File: src/design/rbs_pkg.sv
// Shared constants, types and register layout of the reset and brown-out sequencer
package rbs_pkg;

	////////////////////////////////////////////////////////////////////////////////
	// Register bus
	localparam int          ADDR_W                   = 3;
	localparam logic [2:0]  BROWNOUT_CONTROL_OFFSET  = 3'h0;
	localparam logic [2:0]  SEQ_STATUS_OFFSET        = 3'h4;
	localparam int          SW_ENABLE_BIT            = 7;
	localparam int          READY_BIT                = 0;
	localparam logic        SW_ENABLE_RESET          = 1'b1;

	////////////////////////////////////////////////////////////////////////////////
	// Timing
	localparam int CLOCK_HZ               = 50_000_000;
	localparam int LF_OSC_HZ              = 31_000;
	// Low-frequency tick period in system clocks
	localparam int LF_DIVIDE              = CLOCK_HZ / LF_OSC_HZ;
	localparam int POWER_UP_DELAY_MS      = 64;
	localparam int POWER_UP_TICKS         = POWER_UP_DELAY_MS * LF_OSC_HZ / 1000;
	localparam int BROWNOUT_FILTER_TIME_NS = 1000;
	localparam int BROWNOUT_FILTER_CYCLES =
		(BROWNOUT_FILTER_TIME_NS * (CLOCK_HZ / 1_000_000) + 999) / 1000;
	localparam int PIN_FILTER_TIME_NS     = 200;
	localparam int PIN_FILTER_CYCLES      =
		(PIN_FILTER_TIME_NS * (CLOCK_HZ / 1_000_000) + 999) / 1000;
	localparam logic [2:0] SOFT_RESET_CYCLES = 3'h4;
	localparam int COUNT_W                = 16;

	////////////////////////////////////////////////////////////////////////////////
	// Modes, states and status layout
	typedef enum logic [1:0] {
		brownout_always_off   = 2'h0,
		brownout_software_mode = 2'h1,
		brownout_off_in_sleep = 2'h2,
		brownout_always_on    = 2'h3
	} rbs_mode_type;

	typedef enum logic [1:0] {
		st_hold  = 2'h0,
		st_timer = 2'h1,
		st_osc   = 2'h3,
		st_run   = 2'h2
	} rbs_state_type;

	typedef struct packed {
		logic          start_wait;
		logic          pin_hold;
		logic          brownout_active;
		logic          brownout_reset;
		rbs_state_type state;
		logic          timer_running;
		logic          device_reset;
	} rbs_status_type;

endpackage : rbs_pkg

File: src/design/rbs_filter_if.sv
// Raw level and its filtered, persistence-checked version
interface rbs_filter_if;
	logic raw;
	logic held;
	modport filter (input raw, output held);
	modport user   (output raw, input held);
endinterface : rbs_filter_if

File: src/design/rbs_filter.sv
// Persistence filter: output rises only after the input has stood high long enough
module rbs_filter #(
	parameter int CYCLES = 1
) (
	input  wire logic    clock,
	input  wire logic    reset,
	rbs_filter_if.filter line
);
	import rbs_pkg::*;

	logic [COUNT_W-1:0] count;

	// Count consecutive high cycles; any low sample restarts, so short dips vanish
	always_ff @(posedge clock) begin
		if (reset || !line.raw) begin
			count     <= '0;
			line.held <= 1'b0;
		end else if (count != COUNT_W'(CYCLES)) begin
			count <= count + 1'b1;
		end else begin
			line.held <= 1'b1;
		end
	end

endmodule : rbs_filter

File: src/design/rbs_divider.sv
// Divider giving a one-cycle tick at the low-frequency oscillator rate
module rbs_divider (
	input  wire logic             clock,
	input  wire logic             reset,
	input  wire logic [15:0]      divide,
	output logic                  tick
);
	import rbs_pkg::*;

	logic [15:0] count;

	// Free running; the tick is the enable for all slow counting
	always_ff @(posedge clock) begin
		if (reset) begin
			count <= 16'h0;
			tick  <= 1'b0;
		end else if (count >= divide - 16'h1) begin
			count <= 16'h0;
			tick  <= 1'b1;
		end else begin
			count <= count + 16'h1;
			tick  <= 1'b0;
		end
	end

endmodule : rbs_divider

File: src/design/rbs_sequencer.sv
// Reset merging, power-up delay and brown-out control with its register slave
//
// Chosen here: register access over Avalon-MM and the register offsets.
module rbs_sequencer #(
	parameter int POWER_UP_TICKS_P = rbs_pkg::POWER_UP_TICKS,
	parameter int LF_DIVIDE_P      = rbs_pkg::LF_DIVIDE
) (
	input  wire logic                      clock,
	input  wire logic                      reset,
	// Avalon-MM slave
	input  wire logic [rbs_pkg::ADDR_W-1:0] address,
	input  wire logic                      read,
	input  wire logic                      write,
	input  wire logic [31:0]               writedata,
	input  wire logic [3:0]                byteenable,
	output logic      [31:0]               readdata,
	output logic                           waitrequest,
	// Analog monitors and pin, asynchronous
	input  wire logic                      power_on_low,
	input  wire logic                      brownout_below,
	input  wire logic                      brownout_circuit_ready,
	input  wire logic                      external_reset_pin_n,
	input  wire logic                      osc_start_done,
	// Configuration word bits, asynchronous
	input  wire logic [1:0]                brownout_mode_select,
	input  wire logic                      power_timer_enable_n,
	input  wire logic                      external_reset_enable,
	// Core events on this clock
	input  wire logic                      sleep_mode,
	input  wire logic                      watchdog_timeout,
	input  wire logic                      reset_instruction,
	input  wire logic                      stack_overflow,
	input  wire logic                      stack_underflow,
	input  wire logic                      program_mode_exit,
	// Outputs
	output logic                           device_reset,
	output logic                           brownout_enable,
	output logic                           wake_permit
);
	import rbs_pkg::*;

	////////////////////////////////////////////////////////////////////////////////
	// Synchronisers for everything arriving from outside the clock domain

	localparam int SYNC_W = 9;

	logic [SYNC_W-1:0] sync_meta;
	logic [SYNC_W-1:0] sync_out;
	logic              por_s;
	logic              below_s;
	logic              ready_s;
	logic              pin_n_s;
	logic              osc_done_s;
	rbs_mode_type      mode;
	logic              timer_enable_n_s;
	logic              pin_enable_s;

	// Two stages; only the second stage is read anywhere
	always_ff @(posedge clock) begin
		if (reset) begin
			sync_meta <= 9'h0;
			sync_out  <= 9'h0;
		end else begin
			sync_meta <= {power_on_low, brownout_below, brownout_circuit_ready,
				external_reset_pin_n, osc_start_done, brownout_mode_select,
				power_timer_enable_n, external_reset_enable};
			sync_out  <= sync_meta;
		end
	end

	assign por_s            = sync_out[8];
	assign below_s          = sync_out[7];
	assign ready_s          = sync_out[6];
	assign pin_n_s          = sync_out[5];
	assign osc_done_s       = sync_out[4];
	assign mode             = rbs_mode_type'(sync_out[3:2]);
	assign timer_enable_n_s = sync_out[1];
	assign pin_enable_s     = sync_out[0];

	////////////////////////////////////////////////////////////////////////////////
	// Brown-out mode control

	logic sw_enable;
	logic brownout_active;
	logic brownout_protect;
	logic brownout_hold;
	logic start_wait;
	logic pin_hold;

	// Mode decode of the protection enable, which also powers the analog circuit
	always_comb begin
		case (mode)
			brownout_always_on:     brownout_active = 1'b1;
			brownout_off_in_sleep:  brownout_active = !sleep_mode;
			brownout_software_mode: brownout_active = sw_enable;
			default:                brownout_active = 1'b0;
		endcase
	end

	assign brownout_enable  = brownout_active;
	// Protection only bites once the circuit says it is ready
	assign brownout_protect = brownout_active && ready_s;

	// Only hardware-timed modes make start-up wait for the circuit and supply
	assign start_wait = (mode == brownout_always_on || mode == brownout_off_in_sleep)
		&& (!ready_s || below_s);

	// Wake-up waits for the circuit only in the off-in-sleep mode
	always_ff @(posedge clock) begin
		if (reset) begin
			wake_permit <= 1'b0;
		end else begin
			wake_permit <= (mode != brownout_off_in_sleep) || ready_s;
		end
	end

	////////////////////////////////////////////////////////////////////////////////
	// Filters for the brown-out comparator and the reset pin

	rbs_filter_if brownout_line ();
	rbs_filter_if pin_line ();

	assign brownout_line.raw = below_s && brownout_protect;
	assign pin_line.raw = pin_enable_s && !pin_n_s;

	rbs_filter #(
		.CYCLES (BROWNOUT_FILTER_CYCLES)
	) u_brownout_filter (
		.clock (clock),
		.reset (reset),
		.line  (brownout_line)
	);

	rbs_filter #(
		.CYCLES (PIN_FILTER_CYCLES)
	) u_pin_filter (
		.clock (clock),
		.reset (reset),
		.line  (pin_line)
	);

	assign brownout_hold = brownout_line.held;
	assign pin_hold      = pin_line.held;

	////////////////////////////////////////////////////////////////////////////////
	// Low-frequency tick and power-up delay

	logic                tick;
	logic [COUNT_W-1:0]  timer_count;
	rbs_state_type       state;
	rbs_state_type       next_state;

	rbs_divider u_divider (
		.clock  (clock),
		.reset  (reset),
		.divide (COUNT_W'(LF_DIVIDE_P)),
		.tick   (tick)
	);

	// Counts ticks only in the timer state; cleared on every re-entry
	always_ff @(posedge clock) begin
		if (reset || state != st_timer) begin
			timer_count <= '0;
		end else if (tick) begin
			timer_count <= timer_count + 1'b1;
		end
	end

	////////////////////////////////////////////////////////////////////////////////
	// Start-up sequence

	// Power-type holds pull back to the start from any state
	always_comb begin
		next_state = state;
		if (por_s || brownout_hold || program_mode_exit) begin
			next_state = st_hold;
		end else begin
			case (state)
				st_hold: begin
					if (!start_wait) begin
						next_state = timer_enable_n_s ? st_osc : st_timer;
					end
				end
				st_timer: begin
					if (tick && timer_count == COUNT_W'(POWER_UP_TICKS_P - 1)) begin
						next_state = st_osc;
					end
				end
				st_osc: begin
					if (osc_done_s) begin
						next_state = st_run;
					end
				end
				default: next_state = st_run;
			endcase
		end
	end

	// The pin is not part of the sequence, so timers expire under a held pin
	always_ff @(posedge clock) begin
		if (reset) begin
			state <= st_hold;
		end else begin
			state <= next_state;
		end
	end

	////////////////////////////////////////////////////////////////////////////////
	// Core reset sources and the merged output

	logic       soft_pulse;
	logic [2:0] soft_count;

	assign soft_pulse = watchdog_timeout || reset_instruction
		|| stack_overflow || stack_underflow;

	// Short stretch so a one-cycle request still gives a clean reset pulse
	always_ff @(posedge clock) begin
		if (reset) begin
			soft_count <= 3'h0;
		end else if (soft_pulse) begin
			soft_count <= SOFT_RESET_CYCLES;
		end else if (soft_count != 3'h0) begin
			soft_count <= soft_count - 3'h1;
		end
	end

	// One registered output; asserted whenever any hold is present
	always_ff @(posedge clock) begin
		if (reset) begin
			device_reset <= 1'b1;
		end else begin
			device_reset <= (state != st_run) || por_s || brownout_hold || pin_hold
				|| program_mode_exit || soft_pulse || soft_count != 3'h0;
		end
	end

	////////////////////////////////////////////////////////////////////////////////
	// Avalon-MM slave: one wait state on every access

	logic           served;
	logic           request;
	rbs_status_type status;

	assign request     = read || write;
	assign waitrequest = request && !served;

	assign status = '{
		start_wait:      start_wait,
		pin_hold:        pin_hold,
		brownout_active: brownout_active,
		brownout_reset:  brownout_hold,
		state:           state,
		timer_running:   state == st_timer,
		device_reset:    device_reset
	};

	// Served is high for the one cycle in which the master sees waitrequest low
	always_ff @(posedge clock) begin
		if (reset) begin
			served <= 1'b0;
		end else begin
			served <= request && !served;
		end
	end

	// Read data is loaded during the wait state so it stands at completion
	always_ff @(posedge clock) begin
		if (reset) begin
			readdata <= 32'h0;
		end else if (read && !served) begin
			if (address == BROWNOUT_CONTROL_OFFSET) begin
				readdata                <= 32'h0;
				readdata[SW_ENABLE_BIT] <= sw_enable;
				readdata[READY_BIT]     <= ready_s;
			end else if (address == SEQ_STATUS_OFFSET) begin
				readdata <= {24'h0, status};
			end else begin
				readdata <= 32'h0;
			end
		end
	end

	// Writable in every mode; the mode decode decides if it matters
	always_ff @(posedge clock) begin
		if (reset) begin
			sw_enable <= SW_ENABLE_RESET;
		end else if (write && served && byteenable[0]
			&& address == BROWNOUT_CONTROL_OFFSET) begin
			sw_enable <= writedata[SW_ENABLE_BIT];
		end
	end

	////////////////////////////////////////////////////////////////////////////////
	// Assertions and covers

	// Cycles in the delay state; checks the delay length apart from the tick counter
	logic [31:0] timer_cycles;
	always_ff @(posedge clock) begin
		timer_cycles <= (reset || state != st_timer) ? 32'h0 : timer_cycles + 32'h1;
	end
endmodule : rbs_sequencer

File: config.mk
export PLATFORM = sky130hd
export DESIGN_NAME = rbs_sequencer
export DESIGN_NICKNAME = d
export VERILOG_FILES = /design/src/design/rbs_pkg.sv /design/src/design/rbs_filter_if.sv /design/src/design/rbs_filter.sv /design/src/design/rbs_divider.sv /design/src/design/rbs_sequencer.sv
export SDC_FILE = /design/constraint.sdc
export NUM_CORES = 1
export LEC_CHECK = 0
export BUFFER_PORTS_ARGS = -buffer_cell sky130_fd_sc_hd__clkbuf_2
export CORE_UTILIZATION = 54
export DETAILED_ROUTE_END_ITERATION = 10
export GPL_TIMING_DRIVEN = 1
export PLACE_DENSITY_LB_ADDON = 0.1
export SKIP_LAST_GASP = 1
export SLEW_MARGIN = 10
export SYNTH_ARGS = -nofsm -noshare
export SYNTH_HDL_FRONTEND = slang
export SYNTH_SLANG_ARGS = --single-unit
File: constraint.sdc
create_clock -name clock -period 2.15 [get_ports clock]
set_clock_uncertainty 0.15 [all_clocks]
set_input_delay 0.215 -clock clock [delete_from_list [all_inputs] [get_ports clock]]
set_output_delay 0.215 -clock clock [all_outputs]
set_load 0.005 [all_outputs]
==> flow_metrics.py <==
metrics = {
    "logic_synthesis": {
        "yosysSeqAreaShare_pct": 47.51,
        "synth_top_family_by_area": "simple AND/OR/NAND/NOR gates",
        "synth_flop_cell": "dfxtp_1",
        "synth_common_cells": "102 x dfxtp_1, 78 x nor2_1, 37 x xnor2_1",
        "synth.area.mux_share_pct": 1.048,
        "yosysTopAreaCellShare_pct": 47.51,
        "yosys.area_share.simple_pct": 26.29,
        "synth_fa_ha_area_share_pct": 2.620,
        "syn-cell-area_mm2": 0.004298,
        "syn_inst": 477,
        "synth_compound_area_share_pct": 5.502,
        "syn_avg_cell_area_um2": 9.010,
        "async_flop_share_pct": 0,
        "synthXorXnorAreaFrac_pct": 9.374,
        "yosysWarnings": 0,
        "ys_top_cells_by_area": "dfxtp_1 48%, xnor2_1 7.5%, nor2_1 6.8%",
        "synth_edf_count": 0,
        "ys_ff_latch": 102,
        "synth_cell_types": 45,
        "synth_most_common_cell": "dfxtp_1",
        "netlist.top_cell.by_area": "dfxtp_1",
    },
    "timing": {
        "tightest_slew_ns": 0.6246,
        "max-slew-margin-rel_pct": 58.36,
        "rsz0062_at_grt": "false",
        "slew_viol_final": 0,
        "fin_setup_tns_ns": 0,
        "period_minus_slack_ns": 1.934,
        "fmax_ghz": 0.5171,
        "post-route-period-util_pct": 89.94,
        "setup_viol": 0,
        "timing.final.hold_violations": 0,
        "setup_slack_ns": 0.2163,
    },
    "finish": {
        "areaGrowthSynthToFinish_pct": 12.52,
        "final_nets": 603,
        "fill_cells": 678,
        "drive_above_1_share_pct": 11.46,
        "n_antenna_cell": 0,
    },
    "flow_run": {
        "drv_cap": 0,
    },
    "placed_design": {
        "place_congestion": 0.7552,
        "pre_cts_slack_ns": 0.4143,
        "dp_hpwl_mm": 5.386,
        "portBuffers": 35,
    },
    "clock_tree": {
        "clockBufferDepth": 2,
        "h-tree-depth": 3,
        "cts.sinks": 102,
        "clock-root-buffer": "clkbuf_8",
        "post_cts_resized": 0,
        "path_clk_slew_ns": 0.10,
        "cts_setup_buffers": 0,
        "cts_tree": "done",
        "numCtsBuffers": 9,
        "clock_latency_ns": 0.35,
    },
    "drt": {
        "detail-route-antenna-nets": 0,
        "drc": 0,
        "num_vias": 3228,
        "drt-initial-drc-count": 84,
        "viasPerCell": 5.020,
        "wl_mm": 7.550,
        "drtPass1Iterations": 4,
        "routedWlPerCell_um": 11.74,
    },
    "grt": {
        "antenna_found_initial": 0,
        "first_global_vias": 3014,
        "globalRouteOverflowTotal": 0,
        "grt.total_usage_pct": 19.97,
        "grt_max_degree": 20,
        "grt_pass1_wl_mm": 13.41,
    },
    "setup_path": {
        "r2r_cells": 5,
        "r2r_end": "u_brownout_filter.count[14]",
        "regToRegSetupSlack_ns": 0.38,
        "end_kind": "flop",
        "r2r-start": "u_brownout_filter.count[0]",
        "path_class": "input port to flop",
        "cp.required_ns": 2.28,
        "crit_path_max_fanout": 2,
        "critPathLaunch": "stack_overflow",
        "critPathLaunchType": "input port",
        "critical_path_arrival_ns": 2.06,
    },
    "run_status": {
        "status": "completed",
    },
    "min_path": {
        "hp-class": "input port to flop",
        "min_to": "served",
        "hold_depth": 3,
        "hp-start": "read",
    },
    "power_and_ir_drop": {
        "power_density_mw_per_mm2": 654.7,
        "power_mw": 3.166,
        "p_leak_nw": 1.706,
        "peakVddDrop_mv": 0.3442,
    },
    "die": {
        "start_util_pct": 55.62,
        "core-area_mm2": 0.007727,
        "die_h_um": 91.22,
        "dieArea_mm2": 0.008320,
        "fp.dieW_um": 91.22,
        "rows": 32,
        "io_pins": 94,
    },
}
[per-layer routing]
metal	part of all wire, %	GRT usage, %	up-vias
met4	0.93	7.407	0
li1	-	-	1677
met2	47	33.02	59
met3	3.5	4.606	6
met1	49	25.41	1486
met5	0	0	-
[flip-flops by register name, indices dropped and copies added (netlist names)]
register / cells
u_pin_filter.count: 16
served: 1
sync_out: 9
timer_count: 16
state: 2
u_pin_filter.line.held: 1
u_divider.tick: 1
u_brownout_filter.line.held: 1
sync_meta: 9
u_divider.count: 16
wake_permit: 1
sw_enable: 1
soft_count: 3
u_brownout_filter.count: 16
device_reset: 1
readdata: 8
[timing repair]
action	4_1_cts	5_1_grt
hold buffers	16	0
endpoints found under the setup margin	0	0
hold endpoints to repair	16	0
[worst max-delay path by stage]
stage,to,slack (ns),cells past startpoint
after floorplan,u_divider.count[3],0.57,6
after global placement,u_brownout_filter.count[14],0.43,5
after detailed placement,timer_count[13],0.41,4
after CTS,soft_count[0],0.22,5
after global routing,soft_count[0],0.16,5
final,soft_count[0],0.22,5
[placed cells by master (no fill, tap or decap), types with 12 or more instances in the layout]
cell and count:
a21oi_1 20, clkbuf_2 35, conb_1 29, dfxtp_1 102, dlygate4sd3_1 16, inv_1 24
nand2_1 22, nand3_1 20, nand4_1 12, nor2_1 78, nor2b_1 20, nor3_1 22
nor4_1 17, xnor2_1 37
[report_power, final]
| group | internal, mW | switching (mW) | leakage, nW |
|---|---|---|---|
| logic | 0.0695 | 0.0710 | 0.795 |
| registers | 1.92 | 0.0191 | 0.829 |
| clock network | 0.437 | 0.651 | 0.0821 |
| total | 2.42 | 0.741 | 1.71 |
[area by class of cell]
type                       count  area, um2  share of cell area (%)
clock buffer                  11      131.4                   2.717
tap                          102      127.6                   2.639
inverter                      24      90.09                   1.863
timing repair buffer          55      365.4                   7.555
multi-input combinational    344       2036                   42.10
clock inverter                 5      43.79                  0.9056
sequential                   102       2042                   42.23
[kinds of logic (layout without fill, tap and decap cells)]
kind of cell / after synthesis / count (layout)
fa+ha+maj: 9 / 9
flops: 102 / 102
simple gates: 217 / 217
mux: 4 / 4
other cells: 1 / 29
buf+inv: 59 / 95
compound gates: 39 / 39
xor+xnor: 46 / 46
[stage by stage]
stage | std cells | cell area [um2] | hold slack, ns | util (%)
finish | 643 | 4836 | 0.02903 | 62.58
global route | 643 | 4836 | 0.02482 | 62.58
CTS | 643 | 4836 | 0.01501 | 62.58
detailed placement | 611 | 4501 | 0.2777 | 58.24
global placement | 611 | 4501 | 0.2775 | 58.24
floorplan | 505 | 4403 | 0.1851 | -
[worst max-delay path, cell delays in order]
cell and delay, ns:
dlygate4sd3_1 0.54, clkbuf_2 0.11, or4_1 0.45, dlygate4sd3_1 0.59, nor3_1 0.17
Note: power is estimated with default switching activity, not from simulation.
